`config.mk`:
```
export PLATFORM = sky130hd
export DESIGN_NAME = vse_regs
export DESIGN_NICKNAME = d
export VERILOG_FILES = /design/src/inc/vse_pkg.sv /design/src/design/vse_regs.sv /design/src/design/vse_cfg_reg.sv
export SDC_FILE = /design/constraint.sdc
export NUM_CORES = 1
export LEC_CHECK = 0
export ABC_AREA = 1
export BUFFER_PORTS_ARGS = -buffer_cell sky130_fd_sc_hd__buf_2
export CORE_AREA = 2 2 77 79
export CTS_CLUSTER_SIZE = 20
export DETAILED_ROUTE_END_ITERATION = 7
export DIE_AREA = 0 0 79 81
export GPL_TIMING_DRIVEN = 0
export PLACE_DENSITY = 0.74
export SYNTH_ARGS = -nofsm -noshare
export SYNTH_HDL_FRONTEND = slang
export SYNTH_SLANG_ARGS = --single-unit
```
`constraint.sdc`:
```
create_clock -name clk_i -period 1.8 [get_ports clk_i]
set_input_delay 0.18 -clock clk_i [delete_from_list [all_inputs] [get_ports clk_i]]
set_output_delay 0.18 -clock clk_i [all_outputs]
set_load 0.05 [all_outputs]
```
`src/inc/vse_pkg.sv`:
```
// shared constants and types for the video select/enhance register bank
`default_nettype none
package vse_pkg;
	localparam int ADR_W = 8;
	// register indexes; byte address is four times the index
	localparam logic [5:0] IDX_INPUT_CTRL = 6'h00;
	localparam logic [5:0] IDX_VIDEO_SEL = 6'h01;
	localparam logic [5:0] IDX_ENHANCE = 6'h02;
	localparam logic [5:0] IDX_STATUS = 6'h3f;
	// reset values
	localparam logic [7:0] RST_INPUT_CTRL = 8'h00;
	localparam logic [7:0] RST_VIDEO_SEL = 8'h00;
	localparam logic [7:0] RST_ENHANCE = 8'h04;
	// writable bit masks; reserved bits read as zero
	localparam logic [7:0] MASK_INPUT_CTRL = 8'hff;
	localparam logic [7:0] MASK_VIDEO_SEL = 8'hbf;
	localparam logic [7:0] MASK_ENHANCE = 8'h1f;
	// field positions
	localparam int POS_QUALITY = 0;
	localparam int POS_SQUARE = 2;
	localparam int POS_DIFF = 3;
	localparam int POS_X4 = 4;
	localparam int POS_BETACAM = 5;
	localparam int POS_AUTO_REACQ = 7;
	localparam int POS_PEAK = 0;
	localparam int POS_CORING = 3;
	localparam int POS_INPUT_SELECT_FIELD = 0;
	localparam int POS_STANDARD = 4;
	localparam logic [2:0] PEAK_UNITY = 3'h4;
	// coring thresholds above black level
	localparam logic [5:0] CORE_THR_1 = 6'h08;
	localparam logic [5:0] CORE_THR_2 = 6'h10;
	localparam logic [5:0] CORE_THR_3 = 6'h20;

	typedef enum logic [1:0] {
		VSE_QUAL_BROADCAST,
		VSE_QUAL_TV,
		VSE_QUAL_VCR,
		VSE_QUAL_SURVEIL
	} vse_quality_e;

	typedef struct packed {
		vse_quality_e source_quality_class;
		logic square_pixel_enable;
		logic differential_input_enable;
		logic subcarrier_x4_resample;
		logic betacam_enable;
		logic auto_reacquire_control;
		logic [2:0] luma_peaking_gain;
		logic [1:0] luma_coring_level;
		logic [3:0] input_select_field;
		logic [3:0] input_standard;
	} vse_cfg_s;
endpackage : vse_pkg
`default_nettype wire

```
`src/design/vse_regs.sv`:
```
// wishbone register bank for video select and enhancement control
//
// Implementation choice: the Wishbone interface to the registers.
`default_nettype none
module vse_regs (
	input wire logic clk_i, // 100 MHz clock
	input wire logic rst_i, // synchronous reset, active high
	input wire logic cyc_i, // wishbone cycle
	input wire logic stb_i, // wishbone strobe
	input wire logic we_i, // wishbone write enable
	input wire logic [vse_pkg::ADR_W-1:0] adr_i, // byte address
	input wire logic [3:0] sel_i, // byte selects
	input wire logic [31:0] dat_i, // write data
	output logic [31:0] dat_o, // read data
	output logic ack_o, // wishbone acknowledge
	output vse_pkg::vse_cfg_s cfg_o, // decoded configuration
	output logic llc_rate_x4_o, // line-locked clock at 4x subcarrier
	output logic peaking_boost_o, // peaking gain above unity
	output logic peaking_cut_o, // peaking gain below unity
	output logic [5:0] coring_thr_o, // coring threshold over black
	output logic reacquire_start_o // one-cycle reacquire request
);
	logic ack_r;
	logic [31:0] dat_r;
	logic reacq_r;
	logic [7:0] reacq_cnt_r;
	logic [5:0] thr_r;
	logic [5:0] thr_nxt;
	logic [7:0] in_q;
	logic [7:0] vs_q;
	logic [7:0] en_q;

	wire [5:0] idx = adr_i[7:2];
	wire req = cyc_i & stb_i & ~ack_r;
	wire wr = req & we_i & sel_i[0];
	wire hit_in = idx == vse_pkg::IDX_INPUT_CTRL;
	wire hit_vs = idx == vse_pkg::IDX_VIDEO_SEL;
	wire hit_en = idx == vse_pkg::IDX_ENHANCE;
	wire hit_st = idx == vse_pkg::IDX_STATUS;
	wire wr_in = wr & hit_in;
	wire wr_vs = wr & hit_vs;
	wire wr_en = wr & hit_en;
	wire [7:0] wdat = dat_i[7:0];
	wire [3:0] new_input_select_field = wdat[vse_pkg::POS_INPUT_SELECT_FIELD+:4];
	wire input_select_field_changed = wr_in & (new_input_select_field != cfg_o.input_select_field);
	// reacquire only while auto reacquire control is clear
	wire reacq_go = input_select_field_changed & ~cfg_o.auto_reacquire_control;

	wire [7:0] rd_byte;
	assign rd_byte = hit_in ? in_q :
		hit_vs ? vs_q :
		hit_en ? en_q :
		hit_st ? reacq_cnt_r : 8'h00;

	vse_cfg_reg #(
		.RST_VAL(vse_pkg::RST_INPUT_CTRL),
		.MASK(vse_pkg::MASK_INPUT_CTRL)
	) u_input_ctrl (
		.clk_i(clk_i),
		.rst_i(rst_i),
		.we_i(wr_in),
		.d_i(wdat),
		.q_o(in_q)
	);

	vse_cfg_reg #(
		.RST_VAL(vse_pkg::RST_VIDEO_SEL),
		.MASK(vse_pkg::MASK_VIDEO_SEL)
	) u_video_sel (
		.clk_i(clk_i),
		.rst_i(rst_i),
		.we_i(wr_vs),
		.d_i(wdat),
		.q_o(vs_q)
	);

	vse_cfg_reg #(
		.RST_VAL(vse_pkg::RST_ENHANCE),
		.MASK(vse_pkg::MASK_ENHANCE)
	) u_enhance (
		.clk_i(clk_i),
		.rst_i(rst_i),
		.we_i(wr_en),
		.d_i(wdat),
		.q_o(en_q)
	);

	// field decode of the stored registers
	assign cfg_o.source_quality_class =
		vse_pkg::vse_quality_e'(vs_q[vse_pkg::POS_QUALITY+:2]);
	assign cfg_o.square_pixel_enable = vs_q[vse_pkg::POS_SQUARE];
	assign cfg_o.differential_input_enable =
		vs_q[vse_pkg::POS_DIFF];
	assign cfg_o.subcarrier_x4_resample = vs_q[vse_pkg::POS_X4];
	assign cfg_o.betacam_enable = vs_q[vse_pkg::POS_BETACAM];
	assign cfg_o.auto_reacquire_control = vs_q[vse_pkg::POS_AUTO_REACQ];
	assign cfg_o.luma_peaking_gain = en_q[vse_pkg::POS_PEAK+:3];
	assign cfg_o.luma_coring_level = en_q[vse_pkg::POS_CORING+:2];
	assign cfg_o.input_select_field = in_q[vse_pkg::POS_INPUT_SELECT_FIELD+:4];
	assign cfg_o.input_standard = in_q[vse_pkg::POS_STANDARD+:4];

	// the output clock follows the resampling rate
	assign llc_rate_x4_o = cfg_o.subcarrier_x4_resample;
	// lower codes boost, higher codes attenuate
	assign peaking_boost_o =
		cfg_o.luma_peaking_gain < vse_pkg::PEAK_UNITY;
	assign peaking_cut_o =
		cfg_o.luma_peaking_gain > vse_pkg::PEAK_UNITY;

	always_comb begin
		case (cfg_o.luma_coring_level)
			2'h1: thr_nxt = vse_pkg::CORE_THR_1;
			2'h2: thr_nxt = vse_pkg::CORE_THR_2;
			2'h3: thr_nxt = vse_pkg::CORE_THR_3;
			default: thr_nxt = 6'h00;
		endcase
	end

	always_ff @(posedge clk_i) begin
		if (rst_i) begin
			ack_r <= 1'b0;
			dat_r <= 32'h0000_0000;
		end else begin
			ack_r <= req;
			dat_r <= {24'h00_0000, rd_byte};
		end
	end

	always_ff @(posedge clk_i) begin
		if (rst_i) begin
			reacq_r <= 1'b0;
			reacq_cnt_r <= 8'h00;
			thr_r <= 6'h00;
		end else begin
			reacq_r <= reacq_go;
			reacq_cnt_r <= reacq_cnt_r + {7'h00, reacq_go};
			thr_r <= thr_nxt;
		end
	end

	assign ack_o = ack_r;
	assign dat_o = dat_r;
	assign reacquire_start_o = reacq_r;
	assign coring_thr_o = thr_r;

	a_ack_single: assert property (@(posedge clk_i) disable iff (rst_i)
		ack_o |=> !ack_o) else $error("ack held two cycles");
	a_ack_after_req: assert property (@(posedge clk_i) disable iff (rst_i)
		cyc_i && stb_i && !ack_o |=> ack_o) else $error("no ack");
	// read data and unmapped reads
	a_read_upper: assert property (@(posedge clk_i) disable iff (rst_i)
		ack_o |-> dat_o[31:8] == 24'h00_0000)
		else $error("upper read bits not zero");
	a_read_unmapped: assert property (@(posedge clk_i) disable iff (rst_i)
		req && !we_i && !hit_in && !hit_vs && !hit_en && !hit_st
		|=> dat_o == 32'h0000_0000)
		else $error("unmapped read not zero");
	// registers keep their value between writes
	a_vsel_hold: assert property (@(posedge clk_i) disable iff (rst_i)
		!wr_vs |=> $stable(vs_q))
		else $error("video select changed without write");
	a_enh_hold: assert property (@(posedge clk_i) disable iff (rst_i)
		!wr_en |=> $stable(en_q))
		else $error("enhancement changed without write");
	a_inctl_hold: assert property (@(posedge clk_i) disable iff (rst_i)
		!wr_in |=> $stable(in_q))
		else $error("input control changed without write");
	a_quality_write: assert property (
		@(posedge clk_i) disable iff (rst_i)
		wr_vs |=> cfg_o.source_quality_class == $past(dat_i[1:0]))
		else $error("quality class not stored");
	a_square_write: assert property (
		@(posedge clk_i) disable iff (rst_i)
		wr_vs |=> cfg_o.square_pixel_enable == $past(dat_i[2]))
		else $error("square pixel bit wrong");
	a_diff_write: assert property (
		@(posedge clk_i) disable iff (rst_i)
		wr_vs |=> cfg_o.differential_input_enable == $past(dat_i[3]))
		else $error("differential bit wrong");
	a_x4_clock: assert property (
		@(posedge clk_i) disable iff (rst_i)
		wr_vs |=> llc_rate_x4_o == $past(dat_i[4]))
		else $error("clock rate not following resample");
	a_reacq_pulse: assert property (
		@(posedge clk_i) disable iff (rst_i)
		wr_in && dat_i[3:0] != cfg_o.input_select_field
		|=> reacquire_start_o == !$past(cfg_o.auto_reacquire_control))
		else $error("reacquire decision wrong");
	a_reacq_cause: assert property (
		@(posedge clk_i) disable iff (rst_i)
		reacquire_start_o |-> $past(wr_in) ##0 !$past(vs_q[7]))
		else $error("reacquire without cause");
	a_reacq_same: assert property (
		@(posedge clk_i) disable iff (rst_i)
		wr_in && dat_i[3:0] == cfg_o.input_select_field
		|=> !reacquire_start_o)
		else $error("reacquire on unchanged select");
	a_reacq_count: assert property (
		@(posedge clk_i) disable iff (rst_i)
		reacquire_start_o |-> reacq_cnt_r == $past(reacq_cnt_r) + 8'h01)
		else $error("reacquire count not advanced");
	a_peak_unity: assert property (
		@(posedge clk_i) disable iff (rst_i)
		wr_en && dat_i[2:0] == 3'h4 |=> !peaking_boost_o && !peaking_cut_o)
		else $error("unity gain flagged");
	a_peak_boost: assert property (
		@(posedge clk_i) disable iff (rst_i)
		wr_en && dat_i[2:0] < 3'h4 |=> peaking_boost_o && !peaking_cut_o)
		else $error("boost code not flagged");
	a_peak_cut: assert property (
		@(posedge clk_i) disable iff (rst_i)
		wr_en && dat_i[2:0] > 3'h4 |=> peaking_cut_o && !peaking_boost_o)
		else $error("cut code not flagged");
	a_coring_off: assert property (
		@(posedge clk_i) disable iff (rst_i)
		wr_en && dat_i[4:3] == 2'h0 |=> ##1 coring_thr_o == 6'h00)
		else $error("coring not off");
	a_coring_thr: assert property (
		@(posedge clk_i) disable iff (rst_i)
		wr_en && dat_i[4:3] == 2'h1 |=> ##1 coring_thr_o == 6'h08)
		else $error("coring threshold wrong");
	a_coring_mid: assert property (
		@(posedge clk_i) disable iff (rst_i)
		wr_en && dat_i[4:3] == 2'h2 |=> ##1 coring_thr_o == 6'h10)
		else $error("middle coring threshold wrong");
	a_coring_top: assert property (
		@(posedge clk_i) disable iff (rst_i)
		wr_en && dat_i[4:3] == 2'h3 |=> ##1 coring_thr_o == 6'h20)
		else $error("top coring threshold wrong");
endmodule : vse_regs
`default_nettype wire

```
`src/design/vse_cfg_reg.sv`:
```
// one masked 8-bit configuration register
`default_nettype none
module vse_cfg_reg #(
	parameter logic [7:0] RST_VAL = 8'h00,
	parameter logic [7:0] MASK = 8'hff
) (
	input wire logic clk_i, // system clock
	input wire logic rst_i, // synchronous reset
	input wire logic we_i, // write strobe
	input wire logic [7:0] d_i, // write data
	output logic [7:0] q_o // stored value
);
	always_ff @(posedge clk_i) begin
		if (rst_i) begin
			q_o <= RST_VAL & MASK;
		end else if (we_i) begin
			q_o <= d_i & MASK;
		end
	end

	a_reserved_zero: assert property (@(posedge clk_i) disable iff (rst_i)
		(q_o & ~MASK) == 8'h00) else $error("reserved bit set");
endmodule : vse_cfg_reg
`default_nettype wire

```
# Yosys cells after proc, flatten, opt, wreduce, memory -nomap -nowiden
# Index checks and enable logic that the tools add are counted.
# totals
reg_bits	68
in_bits	49
out_inout_bits	63
word_cells	36
# op_classes
n_addsub	1
order_cmp	2
n_eq_ne	7
mux	5
bitwise	11
n_reduce_logical	1
# ops
op	count
$mux W8	4
$pmux W6 S3	1
$and A1 B1 Y1	9
$add A8 B1 Y8	1
$eq A6 B1 Y1 const B	1
$eq A6 B2 Y1 const B	1
$eq A6 B6 Y1 const B	1
$logic_not A6 Y1	1
$eq A2 B2 Y1 const B	2
$ne A4 B4 Y1	1
$gt A3 B3 Y1 const B	1
$lt A3 B3 Y1 const B	1
$eq A2 B1 Y1 const B	1
$not A1 Y1	2

# Depth between registers and ports, before layout
# Gate-level depths: netlist of the first run.
# logic_depth
ltp_word	8
ltp_mapped	14
depth_no_buf	14

# Hierarchy
# Synthesis of the first run repeated with hierarchy kept, for this count alone.
# hier_totals
hier_cells	315
area_unflattened_um2	2182.1
# modules_own_cells
module	instances	cells_per_inst	area_each_um2	seq_area_each_um2
vse_regs	1	183	1310.0	420.4
vse_cfg_reg at u_input_ctrl	1	51	341.6	160.2
vse_cfg_reg at u_video_sel	1	46	297.8	140.1
vse_cfg_reg at u_enhance	1	35	232.7	100.1

# Worst setup path before layout of the first run
# No wires, ideal clock.
# synth_timing
path_type	register -> register
startpoint	reg ack_r, in the netlist ack_o
endpoint	reg reacq_cnt_r[4]
setup_time_ns	0.119
arrival_ns	1.913
t_required_ns	1.681
slack_ns	-0.232
path_stages_with_launch	14
n_path_buf	1
cell_sequence	dfxtp_1 > nor2_1 > nand2_2 > nor2_8 > buf_8 > nand3_2 > inv_1 > ha_1 > ha_1 > nand2_1 > inv_1 > nand2_1 > o21ai_0 > a21oi_1
# synth_via
elab_chain_cells	8
# synth_lines
element	line	text
start: declaration	vse_regs.sv:23	logic ack_r;
start signal: assignment	vse_regs.sv:124	ack_r <= req;
$not A1 Y1	vse_regs.sv:34	wire req = cyc_i & stb_i & ~ack_r;
$and A1 B1 Y1	vse_regs.sv:34	
$and A1 B1 Y1 (2 in series)	vse_regs.sv:35	wire wr = req & we_i & sel_i[0];
$and A1 B1 Y1	vse_regs.sv:40	wire wr_in = wr & hit_in;
$and A1 B1 Y1	vse_regs.sv:45	wire input_select_field_changed = wr_in & (new_input_select_field != cfg_o.input_select_field);
$and A1 B1 Y1	vse_regs.sv:47	wire reacq_go = input_select_field_changed & ~cfg_o.auto_reacquire_control;
net reacq_go	vse_regs.sv:47	
$add A8 B1 Y8	vse_regs.sv:136	reacq_cnt_r <= reacq_cnt_r + {7'h00, reacq_go};
end signal: assignment	vse_regs.sv:136	
end: declaration	vse_regs.sv:26	logic [7:0] reacq_cnt_r;
# The timed path passes the listed nets, and every way through them passes these cells.
# A chain may end at the register's enable or synchronous reset.

# Worst setup path after layout of the first run
# layout_timing
startpoint	reg u_input_ctrl.q_o[0]
endpoint	reg reacq_cnt_r[4]
# layout_via
elab_chain_cells	4
# layout_lines
element	line	text
start: declaration	vse_cfg_reg.sv:11	output logic [7:0] q_o
start signal: assignment	vse_cfg_reg.sv:15	q_o <= RST_VAL & MASK;
start signal: assignment	vse_cfg_reg.sv:17	q_o <= d_i & MASK;
$ne A4 B4 Y1	vse_regs.sv:45	
$and A1 B1 Y1	vse_regs.sv:45	
$and A1 B1 Y1	vse_regs.sv:47	
net reacq_go	vse_regs.sv:47	
$add A8 B1 Y8	vse_regs.sv:136	
# The timed path passes the listed nets, and every way through them passes these cells.

==> results of run 1 <==
==> kinds of logic after synthesis <==
logic type	count (synthesis)	synth area share, %
xor+xnor	1	0.3962
fa+ha+maj	2	1.132
buf+inv	78	19.52
flops	41	37.13
simple gates	187	38.65
other cells	1	0.1696
compound gates	13	2.999
==> sequential cells by signal (all words and copies together), names as in the netlist <==
register / count
u_enhance.q_o: 5
dat_o: 8
reacquire_start_o: 1
u_video_sel.q_o: 7
u_input_ctrl.q_o: 8
coring_thr_o: 3
reacq_cnt_r: 8
ack_o: 1
==> how the worst max path moves through the flow <==
| stage | end | slack [ps] | depth (start not counted) |
|---|---|---|---|
| finish | reacq_cnt_r[4] | 130 | 14 |
| global route | reacq_cnt_r[4] | -60 | 14 |
| CTS | reacq_cnt_r[4] | 4 | 13 |
| detailed placement | reacq_cnt_r[4] | -350 | 14 |
| global placement | reacq_cnt_r[4] | -300 | 14 |
| floorplan | reacq_cnt_r[4] | -60 | 13 |
==> stage by stage <==
| stage | cells | hold WS, ps |
|---|---|---|
| floorplan | 349 | 306.2 |
| global placement | 478 | 418.1 |
| detailed placement | 478 | 427.3 |
| CTS | 489 | 133.8 |
| global route | 489 | 174.1 |
| finish | 489 | 139.4 |
==> cell usage in the layout, fill, tap and decap left out, types with 2 or more instances in the layout <==
cell type,Yosys,final
nand2_1,79,78
nor2_1,63,59
buf_2,0,54
inv_1,39,37
dfxtp_1,41,36
buf_4,30,34
conb_1,1,27
nand3_1,14,13
nand4_1,9,9
nor2_2,6,8
a21oi_1,7,7
nor2_4,4,6
clkbuf_8,0,5
inv_2,2,4
nor3_1,5,4
o21ai_0,5,4
dfxtp_2,0,4
nand3_4,2,3
clkbuf_1,3,3
nand2_2,2,2
buf_6,2,2
nand3_2,2,2
ha_4,0,2
bufinv_16,0,2
==> layer usage <==
metal | routed length (um) | global-route usage (%) | share of wire [%] | up-vias
li1 | - | - | - | 1106
met1 | 2124 | 19.71 | 39 | 958
met2 | 2905 | 33.47 | 54 | 59
met3 | 260 | 3.444 | 4.8 | 12
met4 | 122 | 6.552 | 2.3 | 0
met5 | 0 | 0 | 0 | -
==> cells in the mapped netlist <==
library cell / number / area (sq um)
a21oi_1: 7 / 35.03
a31oi_1: 1 / 6.260
buf_4: 30 / 225.2
buf_6: 2 / 22.52
buf_8: 1 / 15.01
clkbuf_1: 3 / 11.26
clkinv_1: 1 / 3.750
conb_1: 1 / 3.750
dfxtp_1: 41 / 820.8
ha_1: 2 / 25.02
inv_1: 39 / 146.4
inv_2: 2 / 7.510
nand2_1: 79 / 296.5
nand2_2: 2 / 12.51
nand3_1: 14 / 70.07
nand3_2: 2 / 20.02
nand3_4: 2 / 35.03
nand4_1: 9 / 56.30
nor2_1: 63 / 236.5
nor2_2: 6 / 37.54
nor2_4: 4 / 45.04
nor2_8: 1 / 20.02
nor3_1: 5 / 25.02
o21ai_0: 5 / 25.02
xor2_1: 1 / 8.760
==> area by class of cell <==
cell class / instances / area, sq um
Buffer: 35 / 259.0
Clock buffer: 5 / 68.82
Clock inverter: 3 / 68.82
Fill cell: 592 / 2771
Inverter: 42 / 157.7
Multi-Input combinational cell: 230 / 1126
Sequential cell: 41 / 829.5
Tap cell: 75 / 93.84
Timing Repair Buffer: 58 / 300.3
==> critical path, cell delays in order, from the launching register on <==
cell	delay (ps)
dfxtp_2	350
inv_1	70
nand2_1	60
nand2_1	40
nor2_1	160
nand2_2	100
nand3_4	80
inv_2	50
ha_4	170
ha_4	150
nand2_1	70
inv_2	50
nand2_1	70
o21ai_1	70
a21oi_1	110
==> power by group through the flow <==
| stage | Clock (W) | Sequential (W) | Combinational [W] |
|---|---|---|---|
| 2_1_floorplan | 0 | 0.000940 | 0.000252 |
| 3_3_place_gp | 0 | 0.000931 | 0.000305 |
| 3_5_place_dp | 0 | 0.000931 | 0.000307 |
| 4_1_cts | 0.000905 | 0.000910 | 0.000312 |
| 5_1_grt | 0.000944 | 0.000910 | 0.000340 |
| 6_report | 0.000890 | 0.000910 | 0.000316 |
==> what timing repair did <==
action / 4_1_cts / 5_1_grt
setup buffers: 3 / 1
gates resized for setup: 6 / 9
hold endpoints to repair: 0 / 0
pin swaps: 3 / 6
endpoints found under the setup margin: 7 / 5
==> metrics.yaml, run 1 <==
yosys:
  synth_cell_type_count: 25
  syn-cell-area_sq_um: 2211
  synth-warning-count: 0
  ys_ff_latch: 41
  synth-seq-area-share_pct: 37.13
  synthCells: 323
  post_synth.cell_area_avg_sq_um: 6.845
cts:
  postCtsHoldBufs: 0
  cts.sinks: 41
  cts_root_buf: "clkbuf_8"
  insertion_delay_ps: 290
  cts_tree: "built"
  cts.path.max_buffers: 2
  clk_pin_slew_ps: 80
  cts_max_level: 2
  numCtsBuffers: 5
cells_and_area:
  areaGrowthSynthToFinish_pct: 31.35
  diodes: 0
  fin_area_sq_um: 2904
  nNetsFinal: 464
  fin_util_pct: 51.17
  layout-drive-gt1-share_pct: 32.13
timing:
  fin_setup_tns_ps: 0
  hold_viol_final: 0
  relSlewSlack_pct: 66.44
  report.final.slew_viol_count: 0
  setup_viol: 0
  tightestPinTransition_ps: 503.4
  fin_ws_ps: 133.7
  fmax_mhz: 600.1
  final.min_clock_period_ps: 1666
  period_share_pct: 92.57
  clock_skew_ps: 7.597
setup_path:
  worstPathMaxFanout: 4
  arrival_ps: 1900
  reg2reg_slack_ps: 130
  cp-startpoint: "u_input_ctrl.q_o[0]"
  r2r_end: "reacq_cnt_r[4]"
  cp-end-kind: "register"
  r2r.worst_path.cells: 14
  path_class: "register to register"
  start_kind: "register"
  crit_required_ps: 2030
  worstReg2RegStart: "u_input_ctrl.q_o[0]"
worst_hold_path:
  min_to: "u_enhance.q_o[2]"
  hold_depth: 3
  hold_path_class: "input pin to register"
  min_from: "dat_i[2]"
power_and_ir_drop:
  p_comb_share_pct: 14.9
  p_leak_nw: 1.507
  power_density_nw_per_um2: 728.7
  finalPower_w: 0.002116
  switchingPower_w: 0.0005618
  clkPwrFrac_pct: 42.1
  max-vdd-ir-drop_uv: 355.9
  netSwitchingFraction_pct: 26.55
  seqPwrFrac_pct: 43.0
  intPower_w: 0.001554
floorplan:
  placementRows: 28
  chipWidth_um: 79
  die_area_sq_um: 6399
  start_util_pct: 38.96
  pin_count: 112
  coreArea_sq_um: 5675
  die_h_um: 81
global_route:
  track_usage_pct: 17.73
  grt_pass1_vias: 2008
  grt_max_degree: 15
  antenna_found_initial: 0
  grt_pass1_wl_um: 8921
  overflow: 0
placement:
  place_congestion: 0.8008
  port_buffers: 54
  dpl_cell_area_sq_um: 2689
  dpl.hpwl_um: 4117
  pre_cts_ws_ps: -346.3
outcome:
  status: "finished, final reports clean"
detailed_routing:
  via_count: 2135
  drtIter0Drc: 107
  ant_nets: 0
  wl_um: 5413
  routed_via_density: 4.366
  routedWlPerCell_um: 11.07
  drc: 0
  drt_pass1_iterations: 5
flow_run:
  drv_cap: 0
(Power assumes the default switching activity.)
==> inputs of run 2 (changes only) <==
--- a/config.mk
+++ b/config.mk
@@ -13,6 +13,7 @@
 export DIE_AREA = 0 0 79 81
 export GPL_TIMING_DRIVEN = 0
 export PLACE_DENSITY = 0.74
+export REMOVE_ABC_BUFFERS = 1
 export SYNTH_ARGS = -nofsm -noshare
 export SYNTH_HDL_FRONTEND = slang
 export SYNTH_SLANG_ARGS = --single-unit
==> run 2 against run 1 <==
  * Core utilization decreased by 6.5 points
  * Final area decreased by 13%
  * Non-clock buffer count decreased by 35
  * Via count decreased by 7.1%
  * Largest cell class unchanged
  * Register-to-register slack got worse by 30 ps
  * Combinational power decreased by 18%
  * Critical path type is now input pin to register
  * Sequential power about the same
  * Critical path depth decreased by 1
==> metrics.yaml, run 2 (same netlist as run 1, synthesis figures left out) <==
outcome:
  status: "finished, final reports clean"
setup_path:
  path_class: "input pin to register"
  worstPathMaxFanout: 12
  cp_num_buf_inv: 3
  cp-end-kind: "register"
  slowest_stage: "nor2_4"
  slowest_delay_ps: 330
  worstReg2RegStart: "u_input_ctrl.q_o[3]"
  cp_common_cell: "nand2_1"
  crit_family: "simple AND/OR/NAND/NOR gates"
  crit_chain: "buf_2 -> nor2_4 -> nand3_4 -> nor2_8 -> nand3_2 -> inv_1 -> ha_1 -> ha_2 -> nand2_1 -> inv_2 -> nand2_1 -> o21ai_0 -> a21oi_1"
  arrival_ps: 1920
  start_kind: "input pin"
  crit_required_ps: 1990
  cp-startpoint: "adr_i[7]"
floorplan:
  die_h_um: 81
  die_area_sq_um: 6399
  coreArea_sq_um: 5675
  placementRows: 28
  start_util_pct: 38.96
  chipWidth_um: 79
  pin_count: 112
detailed_routing:
  drc: 0
  ant_nets: 0
  routed_via_density: 4.368
  drtIter0Drc: 117
  routedWlPerCell_um: 10.44
  via_count: 1983
  wl_um: 4740
  drt_pass1_iterations: 4
timing:
  rsz0062_at_grt: "true"
  report.final.slew_viol_count: 0
  hold-worst-slack_ps: 128.3
  period_share_pct: 96.01
  setup_viol: 0
  clock_skew_ps: 9.894
  relSlewSlack_pct: 48.49
  hold_viol_final: 0
  tightestPinTransition_ps: 768.0
  final.min_clock_period_ps: 1728
  fmax_mhz: 578.6
worst_hold_path:
  hold_path_class: "input pin to register"
  min_from: "stb_i"
cts:
  clk_pin_slew_ps: 80
  postCtsHoldBufs: 0
  cts.path.max_buffers: 2
  cts_max_level: 2
  cts_tree: "built"
  insertion_delay_ps: 300
  cts.sinks: 41
  cts_root_buf: "clkbuf_8"
  numCtsBuffers: 5
cells_and_area:
  final_cell_mix: "nand2_1 (79), nor2_1 (61), buf_2 (55), inv_1 (37), dfxtp_1 (37)"
  layout-drive-gt1-share_pct: 24.80
  num-fill-cells: 628
  diodes: 0
  fin_area_sq_um: 2535
  mostFrequentLayoutCell: "nand2_1"
  areaGrowthSynthToFinish_pct: 14.66
  nNetsFinal: 429
flow_run:
  drv_cap: 0
global_route:
  grt_max_degree: 28
  grt_pass1_wl_um: 7783
  antenna_found_initial: 0
  track_usage_pct: 15.79
  overflow: 0
  grt_pass1_vias: 1745
power_and_ir_drop:
  max-vdd-ir-drop_uv: 375.0
  power_density_nw_per_um2: 694.1
  p_leak_nw: 1.297
placement:
  dpl_cell_area_sq_um: 2404
  port_buffers: 55
  place_congestion: 0.8478
  dpl.hpwl_um: 3619
run 2: cell count changes in the layout (fill, tap and decap cells not counted), sizes merged:
| cell | change |
|---|---|
| buf | -32 |
| clkbuf | -3 |
| bufinv | -2 |
| clkinv | +2 |
| clkinvlp | +1 |
| inv | -1 |
run 2: layer usage:
layer  global-route usage [%]  vias up  routed length [um]
li1                         -     1037                   -
met1                    18.78      867                2139
met2                    26.53       67                2153
met3                    4.111       12                 319
met4                    7.759        0                 127
met5                        0        -                   0
run 2: where the power goes:
group          internal (W)  switching (W)
combinational     0.0000427       0.000216
clock              0.000267       0.000324
sequential         0.000909     0.00000133
run 2: per-stage QoR:
stage	setup TNS (ps)	utilization [%]	std cells	total power, W	setup WS [ps]
after global routing	-55.03	44.66	454	0.001833	-55.03
after floorplan	-707.4	-	313	0.001133	-179.3
after detailed placement	-3755	42.35	443	0.001185	-672.9
final	0	44.66	454	0.001760	71.82
after global placement	-3350	42.35	443	0.001184	-591.2
after CTS	0	44.38	453	0.001775	9.815
run 2: worst paths after layout:
kind,cells after the start,slack [ps],end
worst min-delay path,3,130,ack_o
worst max register to register,14,100,reacq_cnt_r[4]
worst min register to register,1,440,ack_o
worst max-delay path,13,70,reacq_cnt_r[4]
run 2: timing repair:
item	4_1_cts	5_1_grt
endpoints found under the setup margin	7	5
hold endpoints to repair	0	0
pin swaps	2	2
gates resized for setup	5	6
buffers inserted	2	1
run 2: area by class of cell:
class | instances | area, sq um | share of cell area [%]
repair buffers | 58 | 297.8 | 11.75
clock inverters | 3 | 17.52 | 0.6910
flip-flops and latches | 41 | 825.8 | 32.58
multi-input cells | 230 | 1074 | 42.35
well taps | 75 | 93.84 | 3.702
inverters | 42 | 157.7 | 6.219
clock buffers | 5 | 68.82 | 2.715
run 2: worst min-delay path, stage by stage:
cell	delay, ps
buf_2	90
nand2_1	70
nor3_1	40
==> inputs of run 3 (changes only) <==
--- a/config.mk
+++ b/config.mk
@@ -14,6 +14,8 @@
 export GPL_TIMING_DRIVEN = 0
 export PLACE_DENSITY = 0.74
 export REMOVE_ABC_BUFFERS = 1
+export SETUP_SLACK_MARGIN = 0.15
+export SKIP_LAST_GASP = 1
 export SYNTH_ARGS = -nofsm -noshare
 export SYNTH_HDL_FRONTEND = slang
 export SYNTH_SLANG_ARGS = --single-unit
==> run 3 against run 2 <==
  * Combinational power rose by 4%
  * Die area did not move
  * Register-to-register slack improved by 130 ps
  * Core utilization rose by 2.4 points
  * First-iteration DRC count fell by 12%
  * Final cell count rose by 2.6%
  * Largest power group unchanged
  * Clock-buffer cell count did not move
  * Via count rose by 4.3%
  * Clock skew barely moved
  * Total power rose by 0.72%
  * Final area rose by 5.4%
==> metrics.yaml, run 3 (same netlist as run 1, synthesis figures left out) <==
outcome:
  status: "finished, final reports clean"
cells_and_area:
  layout-drive-gt1-share_pct: 29.67
  diodes: 0
  mostFrequentLayoutCell: "nand2_1"
  areaGrowthSynthToFinish_pct: 20.88
  final_cell_mix: "nand2_1 (75), nor2_1 (60), buf_2 (55), dfxtp_1 (37), inv_1 (34)"
  fin_area_sq_um: 2673
  nNetsFinal: 441
global_route:
  grt_pass1_vias: 1778
  overflow: 0
  antenna_found_initial: 0
  grt_max_degree: 28
  grt_pass1_wl_um: 7872
  track_usage_pct: 15.98
setup_path:
  crit_family: "simple AND/OR/NAND/NOR gates"
  reg2reg_slack_ps: 230
  path_class: "register to register"
  setup.worst_path.end: "reacq_cnt_r[4]"
  cp-end-kind: "register"
  worstReg2RegStart: "u_input_ctrl.q_o[3]"
  start_kind: "register"
  crit_required_ps: 2040
  slowest_stage: "dfxtp_2"
  slowest_delay_ps: 350
  cp-startpoint: "u_input_ctrl.q_o[3]"
  r2r_end: "reacq_cnt_r[4]"
  critical_path_depth: 14
  worstPathMaxFanout: 4
  r2r.worst_path.cells: 14
  cp_common_cell: "nand2_2"
  cp_num_buf_inv: 3
  crit_chain: "inv_2 -> nand2_2 -> nand2_2 -> nor2_2 -> nand2_1 -> nand3_2 -> inv_2 -> ha_4 -> ha_4 -> nand2_2 -> inv_2 -> nand2_2 -> o21ai_1 -> a21oi_1"
  arrival_ps: 1810
floorplan:
  pin_count: 112
  chipWidth_um: 79
  die_h_um: 81
  coreArea_sq_um: 5675
  placementRows: 28
  die_area_sq_um: 6399
  start_util_pct: 38.96
timing:
  relSlewSlack_pct: 47.54
  rsz0062_at_grt: "true"
  fin_setup_tns_ps: 0
  tightestPinTransition_ps: 782.1
  final.min_clock_period_ps: 1573
  fin_ws_ps: 226.7
  clock_skew_ps: 10.11
  hold_viol_final: 0
  report.final.slew_viol_count: 0
  period_share_pct: 87.40
  fmax_mhz: 635.6
  setup_viol: 0
  hold-worst-slack_ps: 126.2
flow_run:
  drv_cap: 0
cts:
  cts.sinks: 41
  insertion_delay_ps: 300
  numCtsBuffers: 5
  postCtsHoldBufs: 0
  cts_max_level: 2
  cts.path.max_buffers: 2
  clk_pin_slew_ps: 80
  cts_tree: "built"
  cts_root_buf: "clkbuf_8"
detailed_routing:
  via_count: 2068
  drt_pass1_iterations: 7
  routedWlPerCell_um: 10.71
  drtIter0Drc: 103
  ant_nets: 0
  wl_um: 4991
  routed_via_density: 4.438
  drc: 0
worst_hold_path:
  hold_path_class: "input pin to register"
power_and_ir_drop:
  p_leak_nw: 1.352
  clkPwrFrac_pct: 33.5
  p_comb_share_pct: 15.3
  netSwitchingFraction_pct: 30.88
  finalPower_w: 0.001772
  switchingPower_w: 0.0005474
  power_density_nw_per_um2: 663.1
  intPower_w: 0.001225
  seqPwrFrac_pct: 51.3
  max-vdd-ir-drop_uv: 377.4
placement:
  port_buffers: 55
  dpl.hpwl_um: 3619
  pre_cts_ws_ps: -672.9
  dpl_cell_area_sq_um: 2404
  place_congestion: 0.8478
run 3: changes by cell type in the layout (fill, tap and decap cells not counted), moves of 2 or more:
| cell | change |
|---|---|
| ha_4 | +2 |
| nand2_1 | -4 |
| inv_2 | +3 |
| inv_1 | -3 |
| buf_4 | +12 |
| nand2_2 | +4 |
run 3: repair_timing:
| item | CTS | global route |
|---|---|---|
| pin swaps | 6 | 8 |
| buffers inserted | 7 | 8 |
| resized for setup | 10 | 16 |
| setup endpoints to repair | 7 | 6 |
run 3: metal layers:
| layer | global-route usage, % | wire (um) |
|---|---|---|
| met1 | 18.72 | 2225 |
| met5 | 0 | 0 |
| met3 | 4.111 | 331 |
| met4 | 7.759 | 129 |
| met2 | 27.29 | 2303 |
run 3: stage by stage:
| step | instances | utilization (%) |
|---|---|---|
| 3_5_place_dp | 443 | 42.35 |
| 6_report | 466 | 47.09 |
| 4_1_cts | 458 | 45.15 |
| 5_1_grt | 466 | 47.09 |
| 3_3_place_gp | 443 | 42.35 |
| 2_1_floorplan | 313 | - |
run 3: area by class of cell:
cell class	count	area, sq um
clock buffers	5	68.82
inverters	42	157.7
fillers	600	3003
well taps	75	93.84
multi-input cells	230	1119
flip-flops and latches	41	828.3
clock inverters	3	17.52
repair buffers	70	387.9
run 3: worst register-to-register path: cells and delay by family (launching register included):
kind                     cells  cell delay [ps]
adder cells (fa/ha/maj)      2              320
AND/OR/NAND/NOR              7              490
buffers and inverters        3              140
AO/OA/AOI/OAI                2              210
flip-flops                   1              350
run 3: worst min path at each step:
| stage | startpoint | to | slack, ps | cells past startpoint |
|---|---|---|---|---|
| detailed placement | ack_o | ack_o | 430 | 1 |
| global placement | ack_o | ack_o | 430 | 1 |
| finish | stb_i | ack_o | 130 | 3 |
| CTS | stb_i | ack_o | 120 | 3 |
| floorplan | rst_i | reacquire_start_o | 250 | 1 |
| global route | stb_i | ack_o | 120 | 3 |
run 3: power by group through the flow:
stage | sequential (W) | clock, W | combinational [W]
6_report | 0.000908 | 0.000593 | 0.000270
5_1_grt | 0.000909 | 0.000642 | 0.000292
4_1_cts | 0.000910 | 0.000608 | 0.000259
3_5_place_dp | 0.000931 | 0 | 0.000253
3_3_place_gp | 0.000931 | 0 | 0.000252
2_1_floorplan | 0.000941 | 0 | 0.000192
